$ cat config.mk
export PLATFORM = sky130hd
export DESIGN_NAME = can_bit_timing_and_status_flags
export DESIGN_NICKNAME = d
export VERILOG_FILES = /design/src/pkg/can_status_pkg.sv /design/src/hdl/can_bit_timing_and_status_flags.sv
export SDC_FILE = /design/constraint.sdc
export NUM_CORES = 1
export LEC_CHECK = 0
export BUFFER_PORTS_ARGS = -buffer_cell sky130_fd_sc_hd__buf_2
export CAP_MARGIN = 10
export CORE_AREA = 2 2 101 103
export CTS_CLUSTER_SIZE = 12
export DETAILED_ROUTE_END_ITERATION = 16
export DIE_AREA = 0 0 103 105
export PLACE_DENSITY_LB_ADDON = 0.05
export RECOVER_POWER = 50
export SLEW_MARGIN = 25
export SYNTH_ARGS = -nofsm -noshare
export SYNTH_HDL_FRONTEND = slang
export SYNTH_SLANG_ARGS = --single-unit
$ cat constraint.sdc
create_clock -name clk_sys -period 4 [get_ports clk_sys]
set_input_delay 0 -clock clk_sys [delete_from_list [all_inputs] [get_ports clk_sys]]
set_output_delay 0 -clock clk_sys [all_outputs]
set_load 0.02 [all_outputs]
$ cat src/pkg/can_status_pkg.sv
package can_status_pkg;

  // Register byte addresses (word aligned)
  localparam logic [11:0] addr_soft_reset = 12'h000;
  localparam logic [11:0] addr_bit_timing = 12'h004;
  localparam logic [11:0] addr_rx_flags = 12'h008;
  localparam logic [11:0] addr_rx_irq_en = 12'h00c;
  localparam logic [11:0] addr_tx_flags = 12'h010;
  localparam logic [11:0] addr_tx_ctrl = 12'h014;
  localparam logic [11:0] addr_err_count = 12'h018;
  localparam logic [11:0] addr_status = 12'h01c;

  // Receiver flag bit positions
  localparam int rxf_wakeup = 7;
  localparam int rxf_rx_warn = 6;
  localparam int rxf_tx_warn = 5;
  localparam int rxf_rx_passive = 4;
  localparam int rxf_tx_passive = 3;
  localparam int rxf_bus_off = 2;
  localparam int rxf_overrun = 1;
  localparam int rxf_full = 0;

  // Transmitter flag layout: abort acks in 6:4, empties in 2:0
  localparam int txf_abort_lsb = 4;
  localparam int tx_buffers = 3;

  // Bit timing register layout
  localparam int bt_triple = 7;
  localparam int bt_seg2_lsb = 4;
  localparam int bt_seg1_lsb = 0;

  localparam logic [7:0] reset_byte = 8'h00;
  localparam logic [7:0] tx_empty_reset = 8'h07;
  localparam logic [7:0] bt_reset = 8'h00;

  // Error-state thresholds
  localparam logic [8:0] warn_level = 9'h060;
  localparam logic [8:0] passive_level = 9'h07f;
  localparam logic [8:0] bus_off_level = 9'h0ff;
  localparam logic [7:0] recovery_count = 8'h80;

  typedef struct packed {
    logic triple_sample_select;
    logic [2:0] time_segment_two;
    logic [3:0] time_segment_one;
  } bit_timing_t;

  typedef struct packed {
    logic paddr_ok;
    logic [11:0] paddr;
    logic pwrite;
    logic [31:0] pwdata;
  } apb_req_t;

  typedef struct packed {
    logic wakeup;
    logic rx_message_ok;
    logic overrun;
    logic recessive_run;
    logic [2:0] tx_sent;
    logic [2:0] tx_aborted;
  } can_events_t;

endpackage
$ cat src/hdl/can_bit_timing_and_status_flags.sv
`timescale 1ns/1ps
module can_bit_timing_and_status_flags (
  input wire logic clk_sys,
  input wire logic srst,
  // APB slave
  input wire logic psel,
  input wire logic penable,
  input wire logic pwrite,
  input wire logic [11:0] paddr,
  input wire logic [31:0] pwdata,
  output logic [31:0] prdata,
  output logic pready,
  output logic pslverr,
  // Protocol engine side
  input wire logic sleep_mode,
  input wire logic bus_activity,
  input wire logic rx_message_ok,
  input wire logic rx_overrun,
  input wire logic recessive_run_done,
  input wire logic [2:0] tx_sent,
  input wire logic [2:0] tx_aborted,
  input wire logic [8:0] receive_error_count,
  input wire logic [8:0] transmit_error_count,
  input wire logic [2:0] sample_taps,
  // Engine controls and status
  output logic soft_reset_control,
  output logic [3:0] time_segment_one,
  output logic [2:0] time_segment_two,
  output logic triple_sample_select,
  output logic [4:0] quanta_per_bit,
  output logic sampled_bit,
  output logic buffer_exchange_ok,
  output logic engine_abort,
  // Interrupt requests
  output logic wakeup_irq,
  output logic error_irq,
  output logic receive_irq,
  output logic transmit_irq
);

  can_status_pkg::apb_req_t req;
  can_status_pkg::bit_timing_t bt_q;
  logic [7:0] rx_flags_q;
  logic [7:0] rx_flags_d;
  logic [7:0] rx_ie_q;
  logic [2:0] tx_empty_q;
  logic [2:0] tx_abort_q;
  logic [2:0] tx_ie_q;
  logic [7:0] recovery_q;
  logic soft_reset_q;
  logic [7:0] rx_cause;
  logic [7:0] rx_clear;
  logic [7:0] rx_set;
  logic wr;
  logic rd;
  logic [31:0] rdata_d;

  function automatic logic hit(input logic [11:0] a, input logic [11:0] target);
    hit = (a == target);
  endfunction

  function automatic logic majority(input logic [2:0] s);
    majority = (s[0] & s[1]) | (s[0] & s[2]) | (s[1] & s[2]);
  endfunction

  assign req.paddr_ok = hit(paddr, can_status_pkg::addr_soft_reset) | hit(paddr, can_status_pkg::addr_bit_timing)
    | hit(paddr, can_status_pkg::addr_rx_flags) | hit(paddr, can_status_pkg::addr_rx_irq_en)
    | hit(paddr, can_status_pkg::addr_tx_flags) | hit(paddr, can_status_pkg::addr_tx_ctrl)
    | hit(paddr, can_status_pkg::addr_err_count) | hit(paddr, can_status_pkg::addr_status);
  assign req.paddr = paddr;
  assign req.pwrite = pwrite;
  assign req.pwdata = pwdata;

  // Zero wait states: every access completes in its first access cycle
  assign pready = psel & penable;
  assign pslverr = psel & penable & ~req.paddr_ok;
  assign wr = psel & penable & req.pwrite & req.paddr_ok;
  assign rd = psel & ~penable & ~req.pwrite;

  always_ff @(posedge clk_sys) begin
    if (srst) begin
      soft_reset_q <= 1'b1;
    end else if (wr && hit(req.paddr, can_status_pkg::addr_soft_reset)) begin
      soft_reset_q <= req.pwdata[0];
    end
  end
  assign soft_reset_control = soft_reset_q;
  assign engine_abort = soft_reset_q;

  // Timing stays put outside soft reset so a live bit is never reshaped
  always_ff @(posedge clk_sys) begin
    if (srst) begin
      bt_q <= can_status_pkg::bt_reset;
    end else if (wr && soft_reset_q && hit(req.paddr, can_status_pkg::addr_bit_timing)) begin
      bt_q <= req.pwdata[7:0];
    end
  end
  assign triple_sample_select = bt_q.triple_sample_select;
  assign time_segment_one = bt_q.time_segment_one;
  assign time_segment_two = bt_q.time_segment_two;
  // Sync quantum plus both segments; codes are length minus one
  assign quanta_per_bit = 5'd1 + {1'b0, bt_q.time_segment_one} + 5'd1 + {2'b00, bt_q.time_segment_two} + 5'd1;

  // taps[0] is the sample point, taps[2:1] the two quanta before it
  always_ff @(posedge clk_sys) begin
    if (srst) begin
      sampled_bit <= 1'b1;
    end else if (bt_q.triple_sample_select) begin
      sampled_bit <= majority(sample_taps);
    end else begin
      sampled_bit <= sample_taps[0];
    end
  end

  // Bus-off recovery: count runs of recessive bits, counter cleared while the bus-off flag is clear
  always_ff @(posedge clk_sys) begin
    if (srst || !rx_flags_q[can_status_pkg::rxf_bus_off]) begin
      recovery_q <= 8'h00;
    end else if (recessive_run_done && recovery_q != can_status_pkg::recovery_count) begin
      recovery_q <= recovery_q + 8'h01;
    end
  end

  // Live conditions behind each receiver flag
  always_comb begin
    rx_cause = 8'h00;
    rx_cause[can_status_pkg::rxf_bus_off] = transmit_error_count > can_status_pkg::bus_off_level;
    rx_cause[can_status_pkg::rxf_rx_passive] = (receive_error_count > can_status_pkg::passive_level)
      & ~rx_cause[can_status_pkg::rxf_bus_off];
    rx_cause[can_status_pkg::rxf_tx_passive] = (transmit_error_count > can_status_pkg::passive_level)
      & ~rx_cause[can_status_pkg::rxf_bus_off];
    rx_cause[can_status_pkg::rxf_rx_warn] = (receive_error_count > can_status_pkg::warn_level)
      & ~rx_flags_q[can_status_pkg::rxf_rx_passive] & ~rx_flags_q[can_status_pkg::rxf_tx_passive]
      & ~rx_flags_q[can_status_pkg::rxf_bus_off];
    rx_cause[can_status_pkg::rxf_tx_warn] = (transmit_error_count > can_status_pkg::warn_level)
      & ~rx_flags_q[can_status_pkg::rxf_rx_passive] & ~rx_flags_q[can_status_pkg::rxf_tx_passive]
      & ~rx_flags_q[can_status_pkg::rxf_bus_off];
    rx_cause[can_status_pkg::rxf_wakeup] = sleep_mode & bus_activity;
    rx_cause[can_status_pkg::rxf_overrun] = rx_overrun;
    rx_cause[can_status_pkg::rxf_full] = rx_message_ok & ~rx_flags_q[can_status_pkg::rxf_full];
  end

  always_comb begin
    rx_set = rx_cause;
    rx_clear = 8'h00;
    if (wr && hit(req.paddr, can_status_pkg::addr_rx_flags)) begin
      rx_clear = req.pwdata[7:0] & ~rx_cause;
    end
    // Outside soft reset, bus off holds until the full recovery sequence is seen
    if (recovery_q != can_status_pkg::recovery_count) begin
      rx_clear[can_status_pkg::rxf_bus_off] = 1'b0;
    end
    rx_flags_d = (rx_flags_q & ~rx_clear) | rx_set;
  end

  always_ff @(posedge clk_sys) begin
    if (srst || soft_reset_q) begin
      rx_flags_q <= can_status_pkg::reset_byte;
    end else begin
      rx_flags_q <= rx_flags_d;
    end
  end

  always_ff @(posedge clk_sys) begin
    if (srst || soft_reset_q) begin
      rx_ie_q <= can_status_pkg::reset_byte;
    end else if (wr && hit(req.paddr, can_status_pkg::addr_rx_irq_en)) begin
      rx_ie_q <= req.pwdata[7:0];
    end
  end

  // Exchange into the foreground buffer is blocked while full
  assign buffer_exchange_ok = ~rx_flags_q[can_status_pkg::rxf_full];

  // Transmitter empties: set on send or abort, which wins over a clear
  always_ff @(posedge clk_sys) begin
    if (srst || soft_reset_q) begin
      tx_empty_q <= can_status_pkg::tx_empty_reset[2:0];
      tx_abort_q <= 3'b000;
    end else begin
      for (int i = 0; i < can_status_pkg::tx_buffers; i++) begin
        if (tx_sent[i] || tx_aborted[i]) begin
          tx_empty_q[i] <= 1'b1;
          tx_abort_q[i] <= tx_aborted[i];
        end else if (wr && hit(req.paddr, can_status_pkg::addr_tx_flags) && req.pwdata[i]) begin
          tx_empty_q[i] <= 1'b0;
          tx_abort_q[i] <= 1'b0;
        end
      end
    end
  end

  always_ff @(posedge clk_sys) begin
    if (srst || soft_reset_q) begin
      tx_ie_q <= 3'b000;
    end else if (wr && hit(req.paddr, can_status_pkg::addr_tx_ctrl)) begin
      tx_ie_q <= req.pwdata[2:0];
    end
  end

  // Request lines follow flags directly so a clear drops them next cycle
  assign wakeup_irq = rx_flags_q[can_status_pkg::rxf_wakeup] & rx_ie_q[can_status_pkg::rxf_wakeup];
  assign receive_irq = rx_flags_q[can_status_pkg::rxf_full] & rx_ie_q[can_status_pkg::rxf_full];
  assign error_irq = |(rx_flags_q[6:1] & rx_ie_q[6:1]);
  assign transmit_irq = |(tx_empty_q & tx_ie_q);

  always_comb begin
    rdata_d = 32'h0000_0000;
    unique case (1'b1)
      hit(req.paddr, can_status_pkg::addr_soft_reset): rdata_d[0] = soft_reset_q;
      hit(req.paddr, can_status_pkg::addr_bit_timing): rdata_d[7:0] = bt_q;
      hit(req.paddr, can_status_pkg::addr_rx_flags): rdata_d[7:0] = rx_flags_q;
      hit(req.paddr, can_status_pkg::addr_rx_irq_en): rdata_d[7:0] = rx_ie_q;
      hit(req.paddr, can_status_pkg::addr_tx_flags): begin
        rdata_d[can_status_pkg::txf_abort_lsb +: 3] = tx_abort_q;
        rdata_d[2:0] = tx_empty_q;
      end
      hit(req.paddr, can_status_pkg::addr_tx_ctrl): rdata_d[2:0] = tx_ie_q;
      hit(req.paddr, can_status_pkg::addr_err_count): begin
        rdata_d[24:16] = transmit_error_count;
        rdata_d[8:0] = receive_error_count;
      end
      hit(req.paddr, can_status_pkg::addr_status): begin
        rdata_d[12:8] = quanta_per_bit;
        rdata_d[0] = buffer_exchange_ok;
      end
      default: rdata_d = 32'h0000_0000;
    endcase
  end

  // Read data captured in setup so it is registered during access
  always_ff @(posedge clk_sys) begin
    if (srst) begin
      prdata <= 32'h0000_0000;
    end else if (rd) begin
      prdata <= rdata_d;
    end
  end

endmodule

==> reports/qor.yml, run 1 <==
sta:
  rsz0062_at_grt: "no"
  setup_viol: 0
  period_minus_slack_ns: 2.374
  drv_slew: 0
  hold_violations: 0
  setup-tns-final_ns: 0
  tightest_slew_ns: 0.7939
  max_slew_margin: 0.4688
  post-route-period-util: 0.5936
  max_clock_freq_mhz: 421.2
  finClkSkew_ns: 0.005351
detailed_routing:
  ant_nets: 0
  dr.pass1.iters: 5
  num_vias: 3253
  drtIter0Drc: 160
  drc: 0
  viasPerCell: 5.115
  wl_per_cell_um: 16.26
  routed_wl_um: 10340
global_route:
  grtUsageMet1: 0.2498
  use_met3: 0.04013
  busiest_layer: "met2"
  antenna_found_initial: 0
  grt_usage: 0.1918
  use_met2: 0.3159
  grt_max_degree: 23
  grt_pass1_wl_um: 15870
  grt_pass1_vias: 3037
  grt_overflow: 0
logic_synthesis:
  netlist_instances: 374
  yosys_warnings: 0
  synth_top_area_cell: "dfxtp_1"
  synth_ff_type: "dfxtp_1"
  yosys-top-cells-count: "65 x dfxtp_1, 32 x o21ai_0, 31 x a21oi_1"
  synth_top_area_share: 0.3948
  async_flop_share: 0
  synth-seq-cells: 65
  synth.most_common_cell: "dfxtp_1"
  synth_edf_count: 0
  syn_area_mm2: 0.003296
  ys_top_cells_by_area: "dfxtp_1 39%, mux2i_1 4.9%, o21ai_0 4.9%"
  avgSynthCellArea_um2: 8.812
  synth_cell_type_count: 62
  yosysSeqAreaShare: 0.3948
setup_path:
  crit_fanout: 18
  reg2reg_slack_ns: 2.04
  path_class: "input pin to flop"
  crit_path_end_kind: "flop"
  r2r_end: "tx_empty_q[0]"
  r2r-start: "engine_abort"
  cp_num_buf_inv: 2
  crit_chain: "buf_2 > nor4_1 > nand4_1 > nor2_1 > a311oi_1 > dlygate4sd3_1"
  worst-path-stages: 6
  startpoint_type: "input pin"
  cp.arrival_ns: 2.60
  crit_family: "simple AND/OR/NAND/NOR gates"
  reg2reg_depth: 3
  critPathMaxStageDelay_ns: 0.78
  cp_slowest_cell: "nand4_1"
  required_ns: 4.23
die:
  row_count: 36
  die_w_um: 103
  chipHeight_um: 105
  design.core.area_mm2: 0.009639
  die_area_mm2: 0.01082
  ioPinCount: 136
  start_util: 0.3419
placement:
  dp_hpwl_um: 7497
  port_buffers: 101
  gp_congestion: 0.8179
  dpl-instance-area_mm2: 0.003849
power:
  power.leakage_uw: 0.001715
  irDropWorstVdd_uv: 146.7
  powerDensity_mw_per_mm2: 312.5
flow_run:
  maxCapViolCount: 0
cts:
  postCtsResizedCells: 0
  htreeDepth: 3
  clkTransAtPathRegs_ns: 0.07
  clock_sinks: 65
  clockRootBuffer: "clkbuf_8"
  cts_tree: "built"
  insertion_delay_ns: 0.34
  clockBufferDepth: 2
  cts_buffers: 9
worst_hold_path:
  min-delay-start: "recessive_run_done"
  holdPathEnd: "recovery_q[2]"
  worstHoldPathType: "input pin to flop"
  whs_path_depth: 4
run_status:
  status: "finished clean"
finish:
  diodes: 0
  fin_area_mm2: 0.004312
  areaGrowthSynthToFinish_pct: 30.83
  final_nets: 589
  drive_gt1_frac: 0.1690
-- metal layers --
metal / vias up / part of all wire
li1: 1599 / -
met1: 1559 / 0.45
met2: 91 / 0.49
met3: 4 / 0.053
met4: 0 / 0.0059
met5: - / 0
-- state kept, by name (all words and copies together), names as in the netlist --
| register | count |
|---|---|
| recovery_q | 8 |
| prdata | 22 |
| sampled_bit | 1 |
| time_segment_two | 3 |
| tx_ie_q | 3 |
| engine_abort | 1 |
| tx_abort_q | 3 |
| triple_sample_select | 1 |
| time_segment_one | 4 |
| rx_flags_q | 8 |
| rx_ie_q | 8 |
| tx_empty_q | 3 |
-- worst reg2reg max path, delay by kind of cell (launching register included) --
kind / cells / cell delay, ns
and+or+nand+nor: 1 / 0.49
AOI/OAI and AO/OA: 1 / 0.43
buffers and inverters: 1 / 0.56
DFF: 1 / 0.37
-- repair_timing --
item,CTS,global route
endpoints found under the setup margin,0,0
buffers inserted,0,0
hold buffers,33,0
endpoints found under the hold margin,43,0
-- cell usage in the layout (no fill, tap or decap), types with 6 or more instances in the layout --
master,Yosys,layout
nand4_1,7,8
conb_1,1,10
clkbuf_1,13,41
a22o_1,14,14
ha_1,8,8
inv_1,21,21
dlygate4sd3_1,0,33
nand2b_1,8,8
dfxtp_1,65,65
nand2_1,23,23
o21ai_0,32,32
nor2_1,15,15
buf_2,5,61
clkbuf_8,0,11
mux2i_1,16,16
nor3_1,6,6
nand3_1,17,17
a21oi_1,31,31
-- kinds of logic after synthesis --
group / synth area share
AO/OA/AOI/OAI: 0.2259
XOR/XNOR: 0.01595
adder cells (fa/ha/maj): 0.03645
buffers and inverters: 0.07251
flip-flops: 0.3948
multiplexers: 0.06568
other: 0.001138
AND/OR/NAND/NOR: 0.1875
-- layout make-up --
type	count	area, um^2
Clock buffer	12	155.1
Multi-Input combinational cell	267	1777
Sequential cell	65	1301
Timing Repair Buffer	135	793.3
Clock inverter	3	40.04
Fill cell	1039	5328
Tap cell	133	166.4
Inverter	21	78.83
-- per-stage QoR --
step	power, uW	util	hold slack [ns]	instances	setup slack (ns)
after CTS	1365	0.4538	0.03272	636	1.819
after global placement	773.4	0.3993	0.1959	588	1.974
final	1347	0.4473	0.05052	636	1.626
after global routing	1406	0.4473	0.03810	636	1.419
after floorplan	727.1	-	0.09196	383	1.965
after detailed placement	774.3	0.3993	0.1992	588	1.968
-- power breakdown --
group	internal, uW	switching (uW)
Sequential	647	0.191
Clock	317	249
Combinational	59.3	73.9
-- worst max path at each step --
stage	endpoint	from	slack, ns
after detailed placement	engine_abort	paddr[9]	1.97
after global placement	engine_abort	paddr[9]	1.97
after CTS	quanta_per_bit[3]	time_segment_one[1]	1.82
after floorplan	prdata[11]	time_segment_one[1]	1.97
after global routing	rx_flags_q[0]	paddr[9]	1.42
final	rx_flags_q[0]	paddr[8]	1.63
No activity file was read; power rests on OpenSTA's default activity.
==> run 2, diff against run 1 <==
- clock period: 4 -> 2.36 ns (I/O delays scaled with it)
==> run 2 against run 1 <==
Final cell count up 1.3%. Sequential power rose by 70%. Clock power grew 68%. Die area did not move. First-iteration DRC count is 12% lower. Via count up 0.61%. Sequential share of layout area is 0.40 points lower. Power grew 69%. Global-route usage is essentially flat. Clock skew up 0.0040 ns. Worst hold slack better by 0.0043 ns. Core utilization up 0.60 points. Largest power group unchanged. Highest routed layer unchanged.
==> reports/qor.yml, run 2 (synthesis gave the netlist of run 1 again) <==
run_status:
  status: "finished clean"  # unchanged
sta:
  setup-tns-final_ns: 0  # unchanged
  max_clock_freq_mhz: 469.7
  finClkSkew_ns: 0.009382  # was 0.005351 ns
  holdWs_ns: 0.05486  # was 0.05052 ns
  max_slew_margin: 0.4032  # was 0.4688
  hold_violations: 0  # unchanged
  period_minus_slack_ns: 2.129
  setup_viol: 0  # unchanged
  post-route-period-util: 0.9021
  tightest_slew_ns: 0.8919  # was 0.7939 ns
  drv_slew: 0  # unchanged
  rsz0062_at_grt: "no"  # unchanged
global_route:
  grt_pass1_vias: 3123  # was 3037
  antenna_found_initial: 0  # unchanged
  grt_max_degree: 19  # was 23
  grt_overflow: 0  # unchanged
  grt_usage: 0.1917  # was 0.1918
  grt_pass1_wl_um: 15970  # was 15870 um
die:
  row_count: 36  # unchanged
  start_util: 0.3419  # unchanged
  design.core.area_mm2: 0.009639  # unchanged
  chipHeight_um: 105  # unchanged
  die_area_mm2: 0.01082  # unchanged
  die_w_um: 103  # unchanged
  ioPinCount: 136  # unchanged
setup_path:
  path_class: "flop to primary output"  # was input pin to flop
  startpoint_type: "flop"  # was input pin
  required_ns: 2.36  # was 4.23 ns
  crit_fanout: 4  # was 18
  r2r_end: "sampled_bit"  # was tx_empty_q[0]
  r2r-start: "triple_sample_select"  # was engine_abort
  cp.arrival_ns: 2.13  # was 2.60 ns
  crit_start: "time_segment_two[1]"  # was paddr[8]
  reg2reg_slack_ns: 0.39  # was 2.04 ns
  worstSetupEndpoint: "quanta_per_bit[3]"  # was rx_flags_q[0]
  reg2reg_depth: 5  # was 3
  crit_path_end_kind: "primary output"  # was flop
worst_hold_path:
  worstHoldPathType: "input pin to flop"  # unchanged
  whs_path_depth: 4  # unchanged
cts:
  insertion_delay_ns: 0.34  # about the same
  postCtsResizedCells: 0  # unchanged
  clockBufferDepth: 2  # unchanged
  cts_buffers: 9  # unchanged
  cts_setup_buffers: 0  # unchanged
  clock_sinks: 65  # unchanged
  clkTransAtPathRegs_ns: 0.07  # about the same
  htreeDepth: 3  # unchanged
  cts_tree: "built"  # unchanged
  clockRootBuffer: "clkbuf_8"  # unchanged
finish:
  final_nets: 597  # was 589
  fillerInstances: 1036  # was 1039
  regArea_mm2: 0.001301  # unchanged
  diodes: 0  # unchanged
  largest-register: "prdata"  # unchanged
  drive_gt1_frac: 0.1820  # was 0.1690
  multiInputGateArea_mm2: 0.001773  # was 0.001777 mm^2
  final_common_cell: "dfxtp_1"  # unchanged
  areaGrowthSynthToFinish_pct: 32.57  # was 30.83%
  largest_reg_flops: 22  # unchanged
  final_cell_mix: "65 x dfxtp_1, 64 x buf_2, 40 x clkbuf_1"  # was 65 x dfxtp_1, 61 x buf_2, 41 x clkbuf_1
  instances_no_fill: 644  # was 636
placement:
  port_buffers: 101  # unchanged
  post-place-cells: 596  # was 588
  gp_congestion: 0.8349  # was 0.8179
  dp_hpwl_um: 7703  # was 7497 um
power:
  irDropWorstVdd_uv: 254.2  # was 146.7 uV
  power.leakage_uw: 0.001755  # was 0.001715 uW
  powerDensity_mw_per_mm2: 521.4  # was 312.5 mW/mm^2
detailed_routing:
  routed_wl_um: 10360  # was 10340 um
  viasPerCell: 5.082  # was 5.115
  ant_nets: 0  # unchanged
  wl_per_cell_um: 16.08  # was 16.26 um
  drtIter0Drc: 141  # was 160
  num_vias: 3273  # was 3253
  drc: 0  # unchanged
  dr.pass1.iters: 4  # was 5
flow_run:
  maxCapViolCount: 0  # unchanged
run 2: report_power, final:
group / internal [uW] / total, uW / switching, uW
registers: 1100 / 1100 / 0.282
logic: 103 / 230 / 126
clock network: 541 / 951 / 409
total: 1740 / 2280 / 536
run 2: per-stage QoR:
step | instance area (um^2) | worst slack, ns | power [uW] | util
final | 4369 | 0.2310 | 2278 | 0.4533
after global routing | 4369 | 0.1134 | 2370 | 0.4533
after CTS | 4436 | 0.2216 | 2307 | 0.4602
after detailed placement | 3909 | 0.5392 | 1316 | 0.4055
after global placement | 3909 | 0.5587 | 1315 | 0.4055
after floorplan | 3329 | 0.3251 | 1232 | -
run 2: layout make-up:
class | instances | share of cell area
sequential | 65 | 0.2978
multi-input combinational | 267 | 0.4058
tap | 133 | 0.03809
timing repair buffer | 143 | 0.1953
inverter | 21 | 0.01804
clock buffer | 13 | 0.03637
clock inverter | 2 | 0.008591
run 2: worst min-delay path by stage:
stage / startpoint / endpoint / slack, ns
floorplan: tx_aborted[0] / tx_empty_q[0] / 0.09
global placement: tx_aborted[0] / tx_empty_q[0] / 0.19
detailed placement: tx_aborted[0] / tx_empty_q[0] / 0.20
CTS: recessive_run_done / recovery_q[6] / 0.04
global route: srst / triple_sample_select / 0.06
finish: recessive_run_done / recovery_q[6] / 0.05
run 2: layer usage:
metal | track usage | wire [um]
met4 | 0.07425 | 244
met2 | 0.3084 | 4813
met3 | 0.03746 | 636
met1 | 0.2497 | 4664
met5 | 0 | 0
run 2: worst max-delay path, stage by stage, from the launching register on:
cell,delay [ns]
dfxtp_1,0.38
inv_1,0.06
ha_1,0.27
inv_1,0.04
ha_1,0.21
fa_1,0.38
xor2_1,0.23
buf_2,0.21
run 2: timing repair:
item,CTS,global route
hold endpoints to repair,42,0
hold buffers,33,0
endpoints found under the setup margin,0,0
